**src/core/scg_map.svh**
```systemverilog
// register map, field positions, reset values and rate table constants
`ifndef SCG_MAP_SVH
`define SCG_MAP_SVH

`define SCG_GAIN_W 24
`define SCG_FRAC_W 22
`define SCG_CMD_W 8
`define SCG_CMD_RD_BIT 7
`define SCG_BYTE_W 8

`define SCG_REG_GAIN 2'h0
`define SCG_REG_CONTROL_REG_THREE 2'h1
`define SCG_REG_CONV 2'h2
`define SCG_REG_NONE 2'h3

`define SCG_BYPASS_BIT 0
`define SCG_RATE_LSB 0
`define SCG_LINE_FREQ_SELECT_BIT 3
`define SCG_CALREQ_BIT 4
`define SCG_CALACT_BIT 5

`define SCG_GAIN_RST 24'h000000
`define SCG_UNITY_GAIN 24'h400000
`define SCG_MAX_GAIN 24'h7FFFFF
`define SCG_PIN_IDLE 3'h2

// rates in milli-samples per second
`define SCG_S60_R0 19'd1000
`define SCG_S60_R1 19'd2500
`define SCG_S60_R2 19'd5000
`define SCG_S60_R3 19'd10000
`define SCG_S60_R4 19'd15000
`define SCG_S60_R5 19'd30000
`define SCG_S60_R6 19'd60000
`define SCG_S60_R7 19'd120000
`define SCG_S50_R0 19'd833
`define SCG_S50_R1 19'd2080
`define SCG_S50_R2 19'd4170
`define SCG_S50_R3 19'd8330
`define SCG_S50_R4 19'd12500
`define SCG_S50_R5 19'd25000
`define SCG_S50_R6 19'd50000
`define SCG_S50_R7 19'd100000
`define SCG_C60_R4 19'd60000
`define SCG_C60_R5 19'd120000
`define SCG_C60_R6 19'd240000
`define SCG_C60_R7 19'd480000
`define SCG_C50_R4 19'd50000
`define SCG_C50_R5 19'd100000
`define SCG_C50_R6 19'd200000
`define SCG_C50_R7 19'd400000

`endif

```
**src/core/scg_pkg.sv**
```systemverilog
// types shared by the gain stage and its serial register port
`include "scg_map.svh"
package scg_pkg;
    typedef enum logic [1:0] {
        SCG_SEL_GAIN = `SCG_REG_GAIN,
        SCG_SEL_CONTROL_REG_THREE = `SCG_REG_CONTROL_REG_THREE,
        SCG_SEL_CONV = `SCG_REG_CONV,
        SCG_SEL_NONE = `SCG_REG_NONE
    } scg_sel_e;
    typedef enum logic [1:0] {
        SCG_ST_IDLE = 2'b00,
        SCG_ST_CMD = 2'b01,
        SCG_ST_DATA = 2'b10,
        SCG_ST_SKIP = 2'b11
    } scg_frame_e;
    typedef logic [18:0] scg_rate_t;
endpackage

```
**src/core/scg_gain_mul.sv**
```systemverilog
// signed fractional gain multiplier with rounding and saturation
`timescale 1ns/100ps
module scg_gain_mul #(
    parameter int W = 24,
    parameter int FRAC = 22
) (
    input wire logic [W-1:0] data_i, // offset-corrected sample
    input wire logic [W-1:0] gain_i, // two's complement gain
    output logic [W-1:0] data_o // scaled, saturated sample
);
    logic signed [2*W-1:0] prod;
    logic signed [2*W-1:0] rnd;
    logic signed [2*W-1:0] shf;

    if (FRAC >= W || FRAC < 1) begin : g_chk
        $error("scg_gain_mul: FRAC must be below W");
    end

    // round to nearest keeps the residual well inside two LSB
    always_comb begin
        prod = $signed(data_i) * $signed(gain_i);
        rnd = prod + $signed({{(2*W-FRAC){1'b0}}, 1'b1, {(FRAC-1){1'b0}}});
        shf = rnd >>> FRAC;
        if (!(&shf[2*W-1:W-1]) && (|shf[2*W-1:W-1])) begin
            data_o = shf[2*W-1] ? {1'b1, {(W-1){1'b0}}}
                                : {1'b0, {(W-1){1'b1}}};
        end else begin
            data_o = shf[W-1:0];
        end
    end
endmodule

```
**src/core/scg_top.sv**
```systemverilog
// self-calibration gain stage, rate select and serial register port
`timescale 1ns/100ps
`include "scg_map.svh"
module scg_top
    import scg_pkg::*;
#(
    parameter int GAIN_W = `SCG_GAIN_W,
    parameter int FRAC_W = `SCG_FRAC_W
) (
    input wire logic clk_i, // 20 MHz core clock
    input wire logic rstn_i, // async reset, active low
    input wire logic sclk_i, // serial clock pin
    input wire logic cs_n_i, // serial select pin, active low
    input wire logic sdi_i, // serial data in pin
    output logic sdo_o, // serial data out pin
    output logic sdo_oen_o, // sdo enable, low while driving
    input wire logic cal_active_i, // calibration in progress
    input wire logic cal_done_i, // self-cal finished, one cycle
    input wire logic [GAIN_W-1:0] cal_gain_i, // calibrated gain
    input wire logic offs_valid_i, // offset-corrected sample strobe
    input wire logic [GAIN_W-1:0] offs_data_i, // offset-corrected sample
    output logic result_valid_o, // scaled sample strobe
    output logic [GAIN_W-1:0] result_o, // sample to system correction
    output logic self_cal_req_o, // self-cal start, one cycle
    output logic [2:0] rate_code_o, // selected rate code
    output logic line_freq_select_o, // 0: 60 Hz, 1: 50 Hz
    output scg_rate_t single_rate_o, // single-cycle rate, mSps
    output scg_rate_t cont_rate_o, // continuous rate, mSps
    output logic cont_avail_o // continuous rate exists
);
    if (GAIN_W != `SCG_GAIN_W || FRAC_W != `SCG_FRAC_W) begin : g_chk
        $error("scg_top: serial framing serves a 24-bit gain only");
    end

    logic [GAIN_W-1:0] self_cal_gain_value;
    logic self_gain_bypass;
    logic [2:0] rate_code;
    logic line_freq_select;
    logic [GAIN_W-1:0] scaled;

    // pin synchroniser: a change counts once stages two and three agree
    logic [2:0] pin_raw;
    logic [2:0] sync1;
    logic [2:0] sync2;
    logic [2:0] sync3;
    logic [2:0] pin_lvl;
    logic sclk_d;
    assign pin_raw = {sclk_i, cs_n_i, sdi_i};

    for (genvar i = 0; i < 3; i++) begin : g_sync
        localparam logic IDLE_V = 1'(`SCG_PIN_IDLE >> i);
        always_ff @(posedge clk_i or negedge rstn_i) begin
            if (!rstn_i) begin
                sync1[i] <= IDLE_V;
                sync2[i] <= IDLE_V;
                sync3[i] <= IDLE_V;
                pin_lvl[i] <= IDLE_V;
            end else begin
                sync1[i] <= pin_raw[i];
                sync2[i] <= sync1[i];
                sync3[i] <= sync2[i];
                if (sync2[i] == sync3[i]) begin
                    pin_lvl[i] <= sync3[i];
                end
            end
        end
    end

    logic sclk_lvl;
    logic cs_high;
    logic sdi_lvl;
    logic sclk_rise;
    assign sclk_lvl = pin_lvl[2];
    assign cs_high = pin_lvl[1];
    assign sdi_lvl = pin_lvl[0];
    assign sclk_rise = sclk_lvl && !sclk_d;

    always_ff @(posedge clk_i or negedge rstn_i) begin
        if (!rstn_i) begin
            sclk_d <= 1'b0;
        end else begin
            sclk_d <= sclk_lvl;
        end
    end

    function automatic scg_sel_e sel_decode(input logic [1:0] a);
        case (a)
            `SCG_REG_GAIN: sel_decode = SCG_SEL_GAIN;
            `SCG_REG_CONTROL_REG_THREE: sel_decode = SCG_SEL_CONTROL_REG_THREE;
            `SCG_REG_CONV: sel_decode = SCG_SEL_CONV;
            default: sel_decode = SCG_SEL_NONE;
        endcase
    endfunction

    // last data bit index of a register's field
    function automatic logic [4:0] last_bit(input scg_sel_e s);
        case (s)
            SCG_SEL_GAIN: last_bit = 5'(`SCG_GAIN_W - 1);
            default: last_bit = 5'(`SCG_BYTE_W - 1);
        endcase
    endfunction

    scg_frame_e state;
    logic [4:0] bit_cnt;
    logic [`SCG_CMD_W-1:0] cmd_sh;
    logic [GAIN_W-1:0] rx_sh;
    logic [GAIN_W-1:0] tx_sh;
    logic rd_flag;
    scg_sel_e sel;
    logic [`SCG_CMD_W-1:0] next_cmd;
    logic [GAIN_W-1:0] next_rx;
    logic cmd_done;
    logic wr_fire;
    logic [7:0] conv_rd;

    assign next_cmd = {cmd_sh[`SCG_CMD_W-2:0], sdi_lvl};
    assign next_rx = {rx_sh[GAIN_W-2:0], sdi_lvl};
    assign cmd_done = state == SCG_ST_CMD && sclk_rise
                      && bit_cnt == 5'(`SCG_CMD_W - 1);
    assign wr_fire = state == SCG_ST_DATA && sclk_rise && !rd_flag
                     && bit_cnt == last_bit(sel);
    assign conv_rd = 8'({cal_active_i, 1'b0, line_freq_select, rate_code});

    // frame sequencing; a raised select aborts whatever was in flight
    always_ff @(posedge clk_i or negedge rstn_i) begin
        if (!rstn_i) begin
            state <= SCG_ST_IDLE;
            bit_cnt <= 5'h00;
            cmd_sh <= 8'h00;
            rx_sh <= `SCG_GAIN_RST;
            rd_flag <= 1'b0;
            sel <= SCG_SEL_NONE;
        end else if (cs_high) begin
            state <= SCG_ST_IDLE;
            bit_cnt <= 5'h00;
        end else begin
            case (state)
                SCG_ST_IDLE: begin
                    state <= SCG_ST_CMD;
                    bit_cnt <= 5'h00;
                end
                SCG_ST_CMD: begin
                    if (sclk_rise) begin
                        cmd_sh <= next_cmd;
                        bit_cnt <= bit_cnt + 5'h01;
                    end
                    if (cmd_done) begin
                        bit_cnt <= 5'h00;
                        rd_flag <= next_cmd[`SCG_CMD_RD_BIT];
                        sel <= sel_decode(next_cmd[1:0]);
                        state <= sel_decode(next_cmd[1:0]) == SCG_SEL_NONE
                                 ? SCG_ST_SKIP : SCG_ST_DATA;
                    end
                end
                SCG_ST_DATA: begin
                    if (sclk_rise) begin
                        rx_sh <= next_rx;
                        bit_cnt <= bit_cnt + 5'h01;
                        if (bit_cnt == last_bit(sel)) begin
                            state <= SCG_ST_SKIP;
                        end
                    end
                end
                SCG_ST_SKIP: state <= SCG_ST_SKIP;
                default: state <= SCG_ST_IDLE;
            endcase
        end
    end

    // read data is left aligned so every register leaves msb first
    always_ff @(posedge clk_i or negedge rstn_i) begin
        if (!rstn_i) begin
            tx_sh <= `SCG_GAIN_RST;
            sdo_oen_o <= 1'b1;
        end else begin
            sdo_oen_o <= cs_high;
            if (cmd_done && next_cmd[`SCG_CMD_RD_BIT]) begin
                case (sel_decode(next_cmd[1:0]))
                    SCG_SEL_GAIN: tx_sh <= self_cal_gain_value;
                    SCG_SEL_CONTROL_REG_THREE: tx_sh <= {7'h00, self_gain_bypass, 16'h0000};
                    SCG_SEL_CONV: tx_sh <= {conv_rd, 16'h0000};
                    default: tx_sh <= `SCG_GAIN_RST;
                endcase
            end else if (state == SCG_ST_DATA && rd_flag && sclk_rise) begin
                tx_sh <= {tx_sh[GAIN_W-2:0], 1'b0};
            end
        end
    end
    assign sdo_o = tx_sh[GAIN_W-1];

    // a finished self-cal beats a host write in the same cycle
    always_ff @(posedge clk_i or negedge rstn_i) begin
        if (!rstn_i) begin
            self_cal_gain_value <= `SCG_GAIN_RST;
        end else if (cal_done_i) begin
            self_cal_gain_value <= cal_gain_i;
        end else if (wr_fire && sel == SCG_SEL_GAIN && !cal_active_i) begin
            self_cal_gain_value <= next_rx;
        end
    end

    always_ff @(posedge clk_i or negedge rstn_i) begin
        if (!rstn_i) begin
            self_gain_bypass <= 1'b0;
        end else if (wr_fire && sel == SCG_SEL_CONTROL_REG_THREE) begin
            self_gain_bypass <= next_rx[`SCG_BYPASS_BIT];
        end
    end

    // the request bit is write-only; it cannot restart a running cal
    always_ff @(posedge clk_i or negedge rstn_i) begin
        if (!rstn_i) begin
            rate_code <= 3'h0;
            line_freq_select <= 1'b0;
            self_cal_req_o <= 1'b0;
        end else begin
            self_cal_req_o <= wr_fire && sel == SCG_SEL_CONV && !cal_active_i
                              && next_rx[`SCG_CALREQ_BIT];
            if (wr_fire && sel == SCG_SEL_CONV) begin
                rate_code <= next_rx[`SCG_RATE_LSB +: 3];
                line_freq_select <= next_rx[`SCG_LINE_FREQ_SELECT_BIT];
            end
        end
    end

    scg_gain_mul #(
        .W(GAIN_W),
        .FRAC(FRAC_W)
    ) u_mul (
        .data_i(offs_data_i),
        .gain_i(self_cal_gain_value),
        .data_o(scaled)
    );

    // one register stage between offset and system correction
    always_ff @(posedge clk_i or negedge rstn_i) begin
        if (!rstn_i) begin
            result_valid_o <= 1'b0;
            result_o <= `SCG_GAIN_RST;
        end else begin
            result_valid_o <= offs_valid_i;
            if (offs_valid_i) begin
                result_o <= self_gain_bypass ? offs_data_i : scaled;
            end
        end
    end

    function automatic scg_rate_t rate_lookup(input logic cont,
                                              input logic lf,
                                              input logic [2:0] rc);
        case ({cont, lf, rc})
            5'h00: rate_lookup = `SCG_S60_R0;
            5'h01: rate_lookup = `SCG_S60_R1;
            5'h02: rate_lookup = `SCG_S60_R2;
            5'h03: rate_lookup = `SCG_S60_R3;
            5'h04: rate_lookup = `SCG_S60_R4;
            5'h05: rate_lookup = `SCG_S60_R5;
            5'h06: rate_lookup = `SCG_S60_R6;
            5'h07: rate_lookup = `SCG_S60_R7;
            5'h08: rate_lookup = `SCG_S50_R0;
            5'h09: rate_lookup = `SCG_S50_R1;
            5'h0A: rate_lookup = `SCG_S50_R2;
            5'h0B: rate_lookup = `SCG_S50_R3;
            5'h0C: rate_lookup = `SCG_S50_R4;
            5'h0D: rate_lookup = `SCG_S50_R5;
            5'h0E: rate_lookup = `SCG_S50_R6;
            5'h0F: rate_lookup = `SCG_S50_R7;
            5'h14: rate_lookup = `SCG_C60_R4;
            5'h15: rate_lookup = `SCG_C60_R5;
            5'h16: rate_lookup = `SCG_C60_R6;
            5'h17: rate_lookup = `SCG_C60_R7;
            5'h1C: rate_lookup = `SCG_C50_R4;
            5'h1D: rate_lookup = `SCG_C50_R5;
            5'h1E: rate_lookup = `SCG_C50_R6;
            5'h1F: rate_lookup = `SCG_C50_R7;
            default: rate_lookup = 19'd0;
        endcase
    endfunction

    always_ff @(posedge clk_i or negedge rstn_i) begin
        if (!rstn_i) begin
            rate_code_o <= 3'h0;
            line_freq_select_o <= 1'b0;
            single_rate_o <= `SCG_S60_R0;
            cont_rate_o <= 19'd0;
            cont_avail_o <= 1'b0;
        end else begin
            rate_code_o <= rate_code;
            line_freq_select_o <= line_freq_select;
            single_rate_o <= rate_lookup(1'b0, line_freq_select,
                                         rate_code);
            cont_rate_o <= rate_lookup(1'b1, line_freq_select, rate_code);
            cont_avail_o <= rate_code[2];
        end
    end

    // checking helpers
    logic [GAIN_W-1:0] ast_prev_data;
    logic signed [GAIN_W+1:0] ast_diff;
    always_ff @(posedge clk_i or negedge rstn_i) begin
        if (!rstn_i) begin
            ast_prev_data <= `SCG_GAIN_RST;
        end else begin
            ast_prev_data <= offs_data_i;
        end
    end
    assign ast_diff = $signed({result_o[GAIN_W-1], result_o[GAIN_W-1],
                               result_o})
                      - $signed({ast_prev_data[GAIN_W-1], ast_prev_data,
                                 1'b0});
endmodule

```
**config.mk**
```make
export PLATFORM = sky130hd
export DESIGN_NAME = scg_top
export DESIGN_NICKNAME = d
export VERILOG_FILES = /design/src/core/scg_pkg.sv /design/src/core/scg_gain_mul.sv /design/src/core/scg_top.sv
export VERILOG_INCLUDE_DIRS = /design/src /design/src/core
export SDC_FILE = /design/constraint.sdc
export NUM_CORES = 2
export LEC_CHECK = 0
export ABC_CLOCK_PERIOD_IN_PS = 19300
export BUFFER_PORTS_ARGS = -buffer_cell sky130_fd_sc_hd__buf_2
export CAP_MARGIN = 40
export CORE_MARGIN = 10
export CORE_UTILIZATION = 35
export CTS_CLUSTER_SIZE = 16
export DETAILED_ROUTE_END_ITERATION = 8
export PLACE_DENSITY = 0.58
export SLEW_MARGIN = 15
export SYNTH_ARGS = -nofsm -noshare
export SYNTH_HDL_FRONTEND = slang
export SYNTH_SLANG_ARGS = --single-unit
```
**constraint.sdc**
```tcl
create_clock -name clk_i -period 19.3 [get_ports clk_i]
set_input_delay 5.79 -clock clk_i [delete_from_list [all_inputs] [get_ports clk_i]]
set_output_delay 5.79 -clock clk_i [all_outputs]
set_load 0.005 [all_outputs]
```
Word level (Yosys, flattened, before mapping)
Memories as Yosys holds them, arrays and structs flattened. A register that Yosys moved wholly into a read port is not among the register bits.
Index checks and enable logic that the tools add are counted.
{"block": "word_totals", "memories": 2, "ram_bits": 0, "mem_bits_ro": 752, "latchBits": 0, "register_bits": 176, "out_inout_bits": 71}
{"block": "op_classes", "div": 0, "muxes": 27, "eq_ne": 19, "n_reduce_logical": 35, "shifts": 0, "n_lt_le_gt_ge": 0, "mul": 1, "n_addsub": 2, "n_bitwise": 1}
{"name": "(no name shown)", "depth": 32, "width": 15, "read_ports": 1, "rd_ports_with_merged_regs": 1, "write_ports": 0, "line_no": "scg_top.sv:251", "source": "case ({cont, lf, rc})"}
{"name": "(no name shown)", "depth": 16, "width": 17, "read_ports": 1, "rd_ports_with_merged_regs": 1, "write_ports": 0, "line_no": "scg_top.sv:251"}
{"cell": "24-bit two-way mux", "count": 7}
{"cell": "24-bit case mux with 3 select lines", "count": 1}
{"cell": "48-bit by 23-bit adder with 48-bit output (second input constant)", "count": 1}
{"cell": "24-bit by 24-bit multiplier with 48-bit output", "count": 1}
{"cell": "5-bit two-way mux", "count": 7}
{"cell": "1-bit logical AND", "count": 16}
{"cell": "2-bit two-way mux", "count": 8}
{"cell": "5-bit case mux with 3 select lines", "count": 1}
{"cell": "3-bit AND reduction", "count": 5}
{"cell": "2-bit equality test (second input constant)", "count": 6}
{"cell": "5-bit equality test", "count": 2}
{"cell": "2-bit by 1-bit equality test with 1-bit output (second input constant)", "count": 4}
{"cell": "2-bit logical NOT", "count": 4}
{"cell": "2-bit case mux with 4 select lines", "count": 1}
{"cell": "1-bit logical NOT", "count": 6}
{"cell": "3-bit != test (second input constant)", "count": 2}
{"cell": "2-bit case mux with 3 select lines", "count": 1}
{"cell": "5-bit by 1-bit adder with 5-bit output (second input constant)", "count": 1}
{"cell": "5-bit by 3-bit equality test with 1-bit output (second input constant)", "count": 1}
{"cell": "2-bit nonzero test", "count": 2}
{"cell": "4-bit nonzero test", "count": 1}
{"cell": "1-bit equality test", "count": 3}
{"cell": "3-bit by 2-bit != test with 1-bit output (second input constant)", "count": 1}
{"cell": "3-bit OR reduction", "count": 1}
{"cell": "other kinds (2)", "count": 2}

Longest topological paths before layout
{"block": "logic_depth", "word_depth": 12, "mapped_depth": 29, "ltp_nobuf": 26}

Cells and area by module
Synthesis repeated with hierarchy kept, for this count alone.
{"block": "hier_totals", "hier_cells": 2869, "area_unflattened_um2": 28134.5}
{"mod": "scg_gain_mul", "instances": 1, "area_per_inst_um2": 20933.8, "seq_area_each_um2": 0.0, "cells_each": 2269}
{"mod": "scg_top", "instances": 1, "area_per_inst_um2": 7200.7, "seq_area_each_um2": 4170.2, "cells_each": 600}

Least setup slack after synthesis
Ideal clock, no wire load.
{"block": "synth_timing", "path_kind": "input-to-reg", "startpoint": "in offs_data_i[23]", "endpoint": "reg result_o[1]", "path_slack_ps": 6354, "t_required_ps": 19227, "cell_stages": 23, "arrival_ps": 12873, "n_path_buf": 2, "cell_sequence": "clkbuf_1 -> nand2_1 -> inv_1 -> fa_1 -> fa_1 -> inv_1 -> fa_1 -> inv_1 -> fa_1 -> fa_1 -> fa_1 -> fa_1 -> ha_1 -> a21oi_1 -> a21boi_0 -> o31ai_1 -> a221o_1 -> a21o_1 -> or4_1 -> nand3_1 -> clkbuf_2 -> o21ai_0 -> a21oi_2"}
{"block": "synth_via", "elab_chain_len": 7}
{"item": "start, declared", "line_no": "scg_top.sv:21", "source": "input wire logic [GAIN_W-1:0] offs_data_i,"}
{"item": "24-bit by 24-bit multiplier with 48-bit output *", "line_no": "scg_gain_mul.sv:21", "source": "prod = $signed(data_i) * $signed(gain_i);"}
{"item": "48-bit by 23-bit adder with 48-bit output *", "line_no": "scg_gain_mul.sv:22", "source": "rnd = prod + $signed({{(2*W-FRAC){1'b0}}, 1'b1, {(FRAC-1){1'b0}}});"}
{"item": "3-bit AND reduction", "line_no": "scg_gain_mul.sv:24", "source": "if (!(&shf[2*W-1:W-1]) && (|shf[2*W-1:W-1])) begin"}
{"item": "1-bit logical NOT", "line_no": "scg_gain_mul.sv:24"}
{"item": "1-bit logical AND", "line_no": "scg_gain_mul.sv:24"}
{"item": "24-bit two-way mux *", "line_no": "scg_gain_mul.sv:24"}
{"item": "24-bit two-way mux *", "line_no": "scg_top.sv:243", "source": "result_o <= self_gain_bypass ? offs_data_i : scaled;"}
{"item": "end signal, assigned", "line_no": "scg_top.sv:239", "source": "result_o <= `SCG_GAIN_RST;"}
{"item": "end signal, assigned", "line_no": "scg_top.sv:243"}
{"item": "end, declared", "line_no": "scg_top.sv:23", "source": "output logic [GAIN_W-1:0] result_o,"}
Mark *: on every way between the ends. The rest lies on a longest branch, timed or not.
A chain may end at the register's enable or synchronous reset.

Worst setup path in the final report
{"block": "layout_timing", "startpoint": "in offs_data_i[23]", "endpoint": "reg result_o[8]"}
Same word-level chain as after synthesis.

==> results.py <==
metrics = {
    "synth": {
        "yosys.area.top_type": "fa_1",
        "ys.flop_type": "dfrtp_1",
        "ys_seq_area_share_pct": 14.9,
        "synth_edf_count": 0,
        "async_flop_share_pct": 100,
        "synthTopCellsByArea": "fa_1 43%, dfrtp_1 14%, inv_1 8.2%, ha_1 6.3%, nand2_1 5.3%",
        "netlist_area_um2": 28000,
        "avgSynthCellArea_um2": 9.70,
        "syn-instance-count": 2888,
        "synth_common_cells": "608 x inv_1, 607 x fa_1, 399 x nand2_1",
        "yosysWarnings": 0,
        "synth_top_area_share_pct": 43.4,
        "ys_ff_latch": 166,
        "yosysMostFrequentCell": "inv_1",
        "synthDistinctLibCells": 76,
    },
    "critical_path": {
        "cp.arrival_ns": 14.35,
        "setup.worst_path.class": "input pin to register",
        "slowest_delay_ns": 0.85,
        "worstPathRequired_ns": 19.66,
        "endpoint_kind": "register",
        "slowest_stage": "fa_1",
        "rr_worst_depth": 21,
        "worstPathMaxFanout": 25,
        "crit_chain": "buf_2 -> nand2_1 -> inv_1 -> fa_1 -> fa_1 -> inv_1 -> fa_1 -> inv_1 -> fa_1 -> fa_1 -> fa_1 -> fa_1 -> ha_1 -> a21oi_1 -> a21boi_0 -> o31ai_1 -> a221o_1 -> a21o_1 -> or4_1 -> nand3_1 -> o21ai_0 -> a211oi_1",
        "r2r_end": "result_o[8]",
        "cp_common_cell": "fa_1",
        "ff2ff_setup_slack_ns": 10.16,
        "r2r-start": "self_cal_gain_value[5]",
        "crit_path_start_kind": "input pin",
    },
    "floorplan": {
        "coreArea_um2": 79100,
        "start_util_pct": 35.4,
        "io_pins": 127,
        "die_y_um": 303,
        "rows": 103,
        "dieArea_um2": 91700,
        "die_w_um": 303,
    },
    "worst_hold_path": {
        "min_path_type": "register to register",
        "hold_depth": 0,
        "worstHoldEndpoint": "sync2[0]",
        "hold_start": "sync1[0]",
    },
    "cts": {
        "postCtsHoldBufs": 0,
        "worst_skew_pair.late_latency_ns": 0.46,
        "clockBufferDepth": 2,
        "post_cts_buffers": 0,
        "clk_pin_slew_worst_paths_ns": 0.08,
        "ctsRootBufferMaster": "clkbuf_16",
        "h-tree-depth": 4,
        "post_cts_resized": 0,
        "cts.sinks": 166,
        "cts_made_buffers": 17,
        "cts_tree": "done",
    },
    "timing": {
        "rsz0062_at_grt": "no",
        "max_freq_mhz": 71.5,
        "slew_violations": 0,
        "finClkSkew_ns": 0.0236,
        "max-slew-margin-rel_pct": 41.2,
        "fin_crit_sh_pct": 72.5,
        "fin_tns_setup_ns": 0,
        "fin_hold_ws_ns": 0.350,
        "post-route-min-period_ns": 13.99,
        "tightest_slew_ns": 0.879,
        "setup_violations": 0,
        "finalHoldViolCount": 0,
    },
    "routing": {
        "drt.antenna.violating_nets": 0,
        "first_pass_iters": 5,
        "vias_per_cell": 4.90,
        "num_vias": 19500,
        "drt_iter0_drc": 1021,
        "routedWlPerCell_um": 19.5,
        "wirelength_mm": 77.6,
        "drc": 0,
    },
    "place": {
        "dp_hpwl_mm": 58.6,
        "routabilityCongestion": 0.832,
        "dp.cells": 3944,
        "placed_cell_area_um2": 29700,
        "portBuffers": 120,
    },
    "cells_and_area": {
        "fin_cells": 3979,
        "multiInputGateArea_um2": 20900,
        "synthToLayoutAreaGrowth_pct": 8.12,
        "final-seq-area_um2": 4170,
        "fin_area_um2": 30300,
        "final_net_count": 3717,
        "nFillCells": 8061,
        "drive_gt1_share_pct": 9.36,
    },
    "global_route": {
        "grt-ovfl-total": 0,
        "grtUsageTotal_pct": 17.4,
        "grt_pass1_wl_mm": 123,
        "antenna_found_initial": 4,
        "grt_pass1_vias": 21100,
        "grt_max_degree": 51,
    },
    "status": {
        "run_status": "completed",
    },
    "flow_run": {
        "max_cap_violations": 0,
    },
}
[metrics by stage]
stage / setup slack [ns] / utilization [%]
2_1_floorplan: 6.35 / -
3_3_place_gp: 5.11 / 37.3
3_5_place_dp: 4.92 / 37.5
5_1_grt: 4.81 / 38.3
4_1_cts: 5.34 / 38.2
6_report: 5.31 / 38.3
[flip-flops by register name, indices dropped and copies added, names as in the netlist, 5 cells and up]
signal	count
cont_rate_o	12
result_o	24
bit_cnt	5
single_rate_o	17
rx_sh	23
self_cal_gain_value	24
cmd_sh	7
tx_sh	24
[cell usage in the layout, fill, tap and decap left out, drive strengths merged, types with 20 or more instances in the layout]
cell	n
buf	157
xnor2	30
dfrtp	153
a21oi	68
mux2i	52
ha	141
nor2	51
fa	607
mux2	34
inv	617
nand3b	23
a21o	20
and2	239
o21ai	119
nand2	400
[cell families (layout without fill, tap and decap cells)]
group,Yosys count,count (layout),synth area share (%)
other,1,9,0.0134
buffers and inverters,767,800,10.5
flip-flops,166,166,14.9
multiplexers,86,86,3.23
adder cells (fa/ha/maj),751,751,49.8
AND/OR/NAND/NOR,813,813,14.4
XOR/XNOR,41,41,1.28
AO/OA/AOI/OAI,263,263,5.89
[routing by layer]
metal	share of wire (%)	vias to the layer above	GRT usage [%]
met4	3.8	4	6.75
li1	-	8674	-
met5	0.035	-	0
met1	41	10200	21.7
met2	52	487	30.8
met3	3.7	150	1.50
[worst max-delay path by stage]
stage                          startpoint     endpoint  slack [ns]  depth (start not counted)
after global routing      offs_data_i[23]  result_o[8]        4.81                         22
after floorplan           offs_data_i[23]  result_o[1]        6.35                         23
after CTS                 offs_data_i[23]  result_o[8]        5.34                         22
after detailed placement  offs_data_i[23]  result_o[8]        4.92                         22
after global placement    offs_data_i[23]  result_o[8]        5.11                         22
final                     offs_data_i[23]  result_o[8]        5.31                         22
[final cells by class]
type	count	area share, %
antenna	3	0.0248
clock buffer	19	1.46
clock inverter	13	0.533
inverter	610	7.56
multi-input combinational	1960	69.1
sequential	166	13.8
tap	1050	4.34
timing repair buffer	158	3.20
[critical path: cells and delay by family]
family | cells | cell delay, ns
AOI/OAI and AO/OA | 7 | 1.79
adders and majority gates | 8 | 4.39
buffers and inverters | 4 | 1.00
and+or+nand+nor | 3 | 1.34
Power is not shown: default switching activity piles up to over one toggle a cycle in this logic, so the estimate is an artifact.
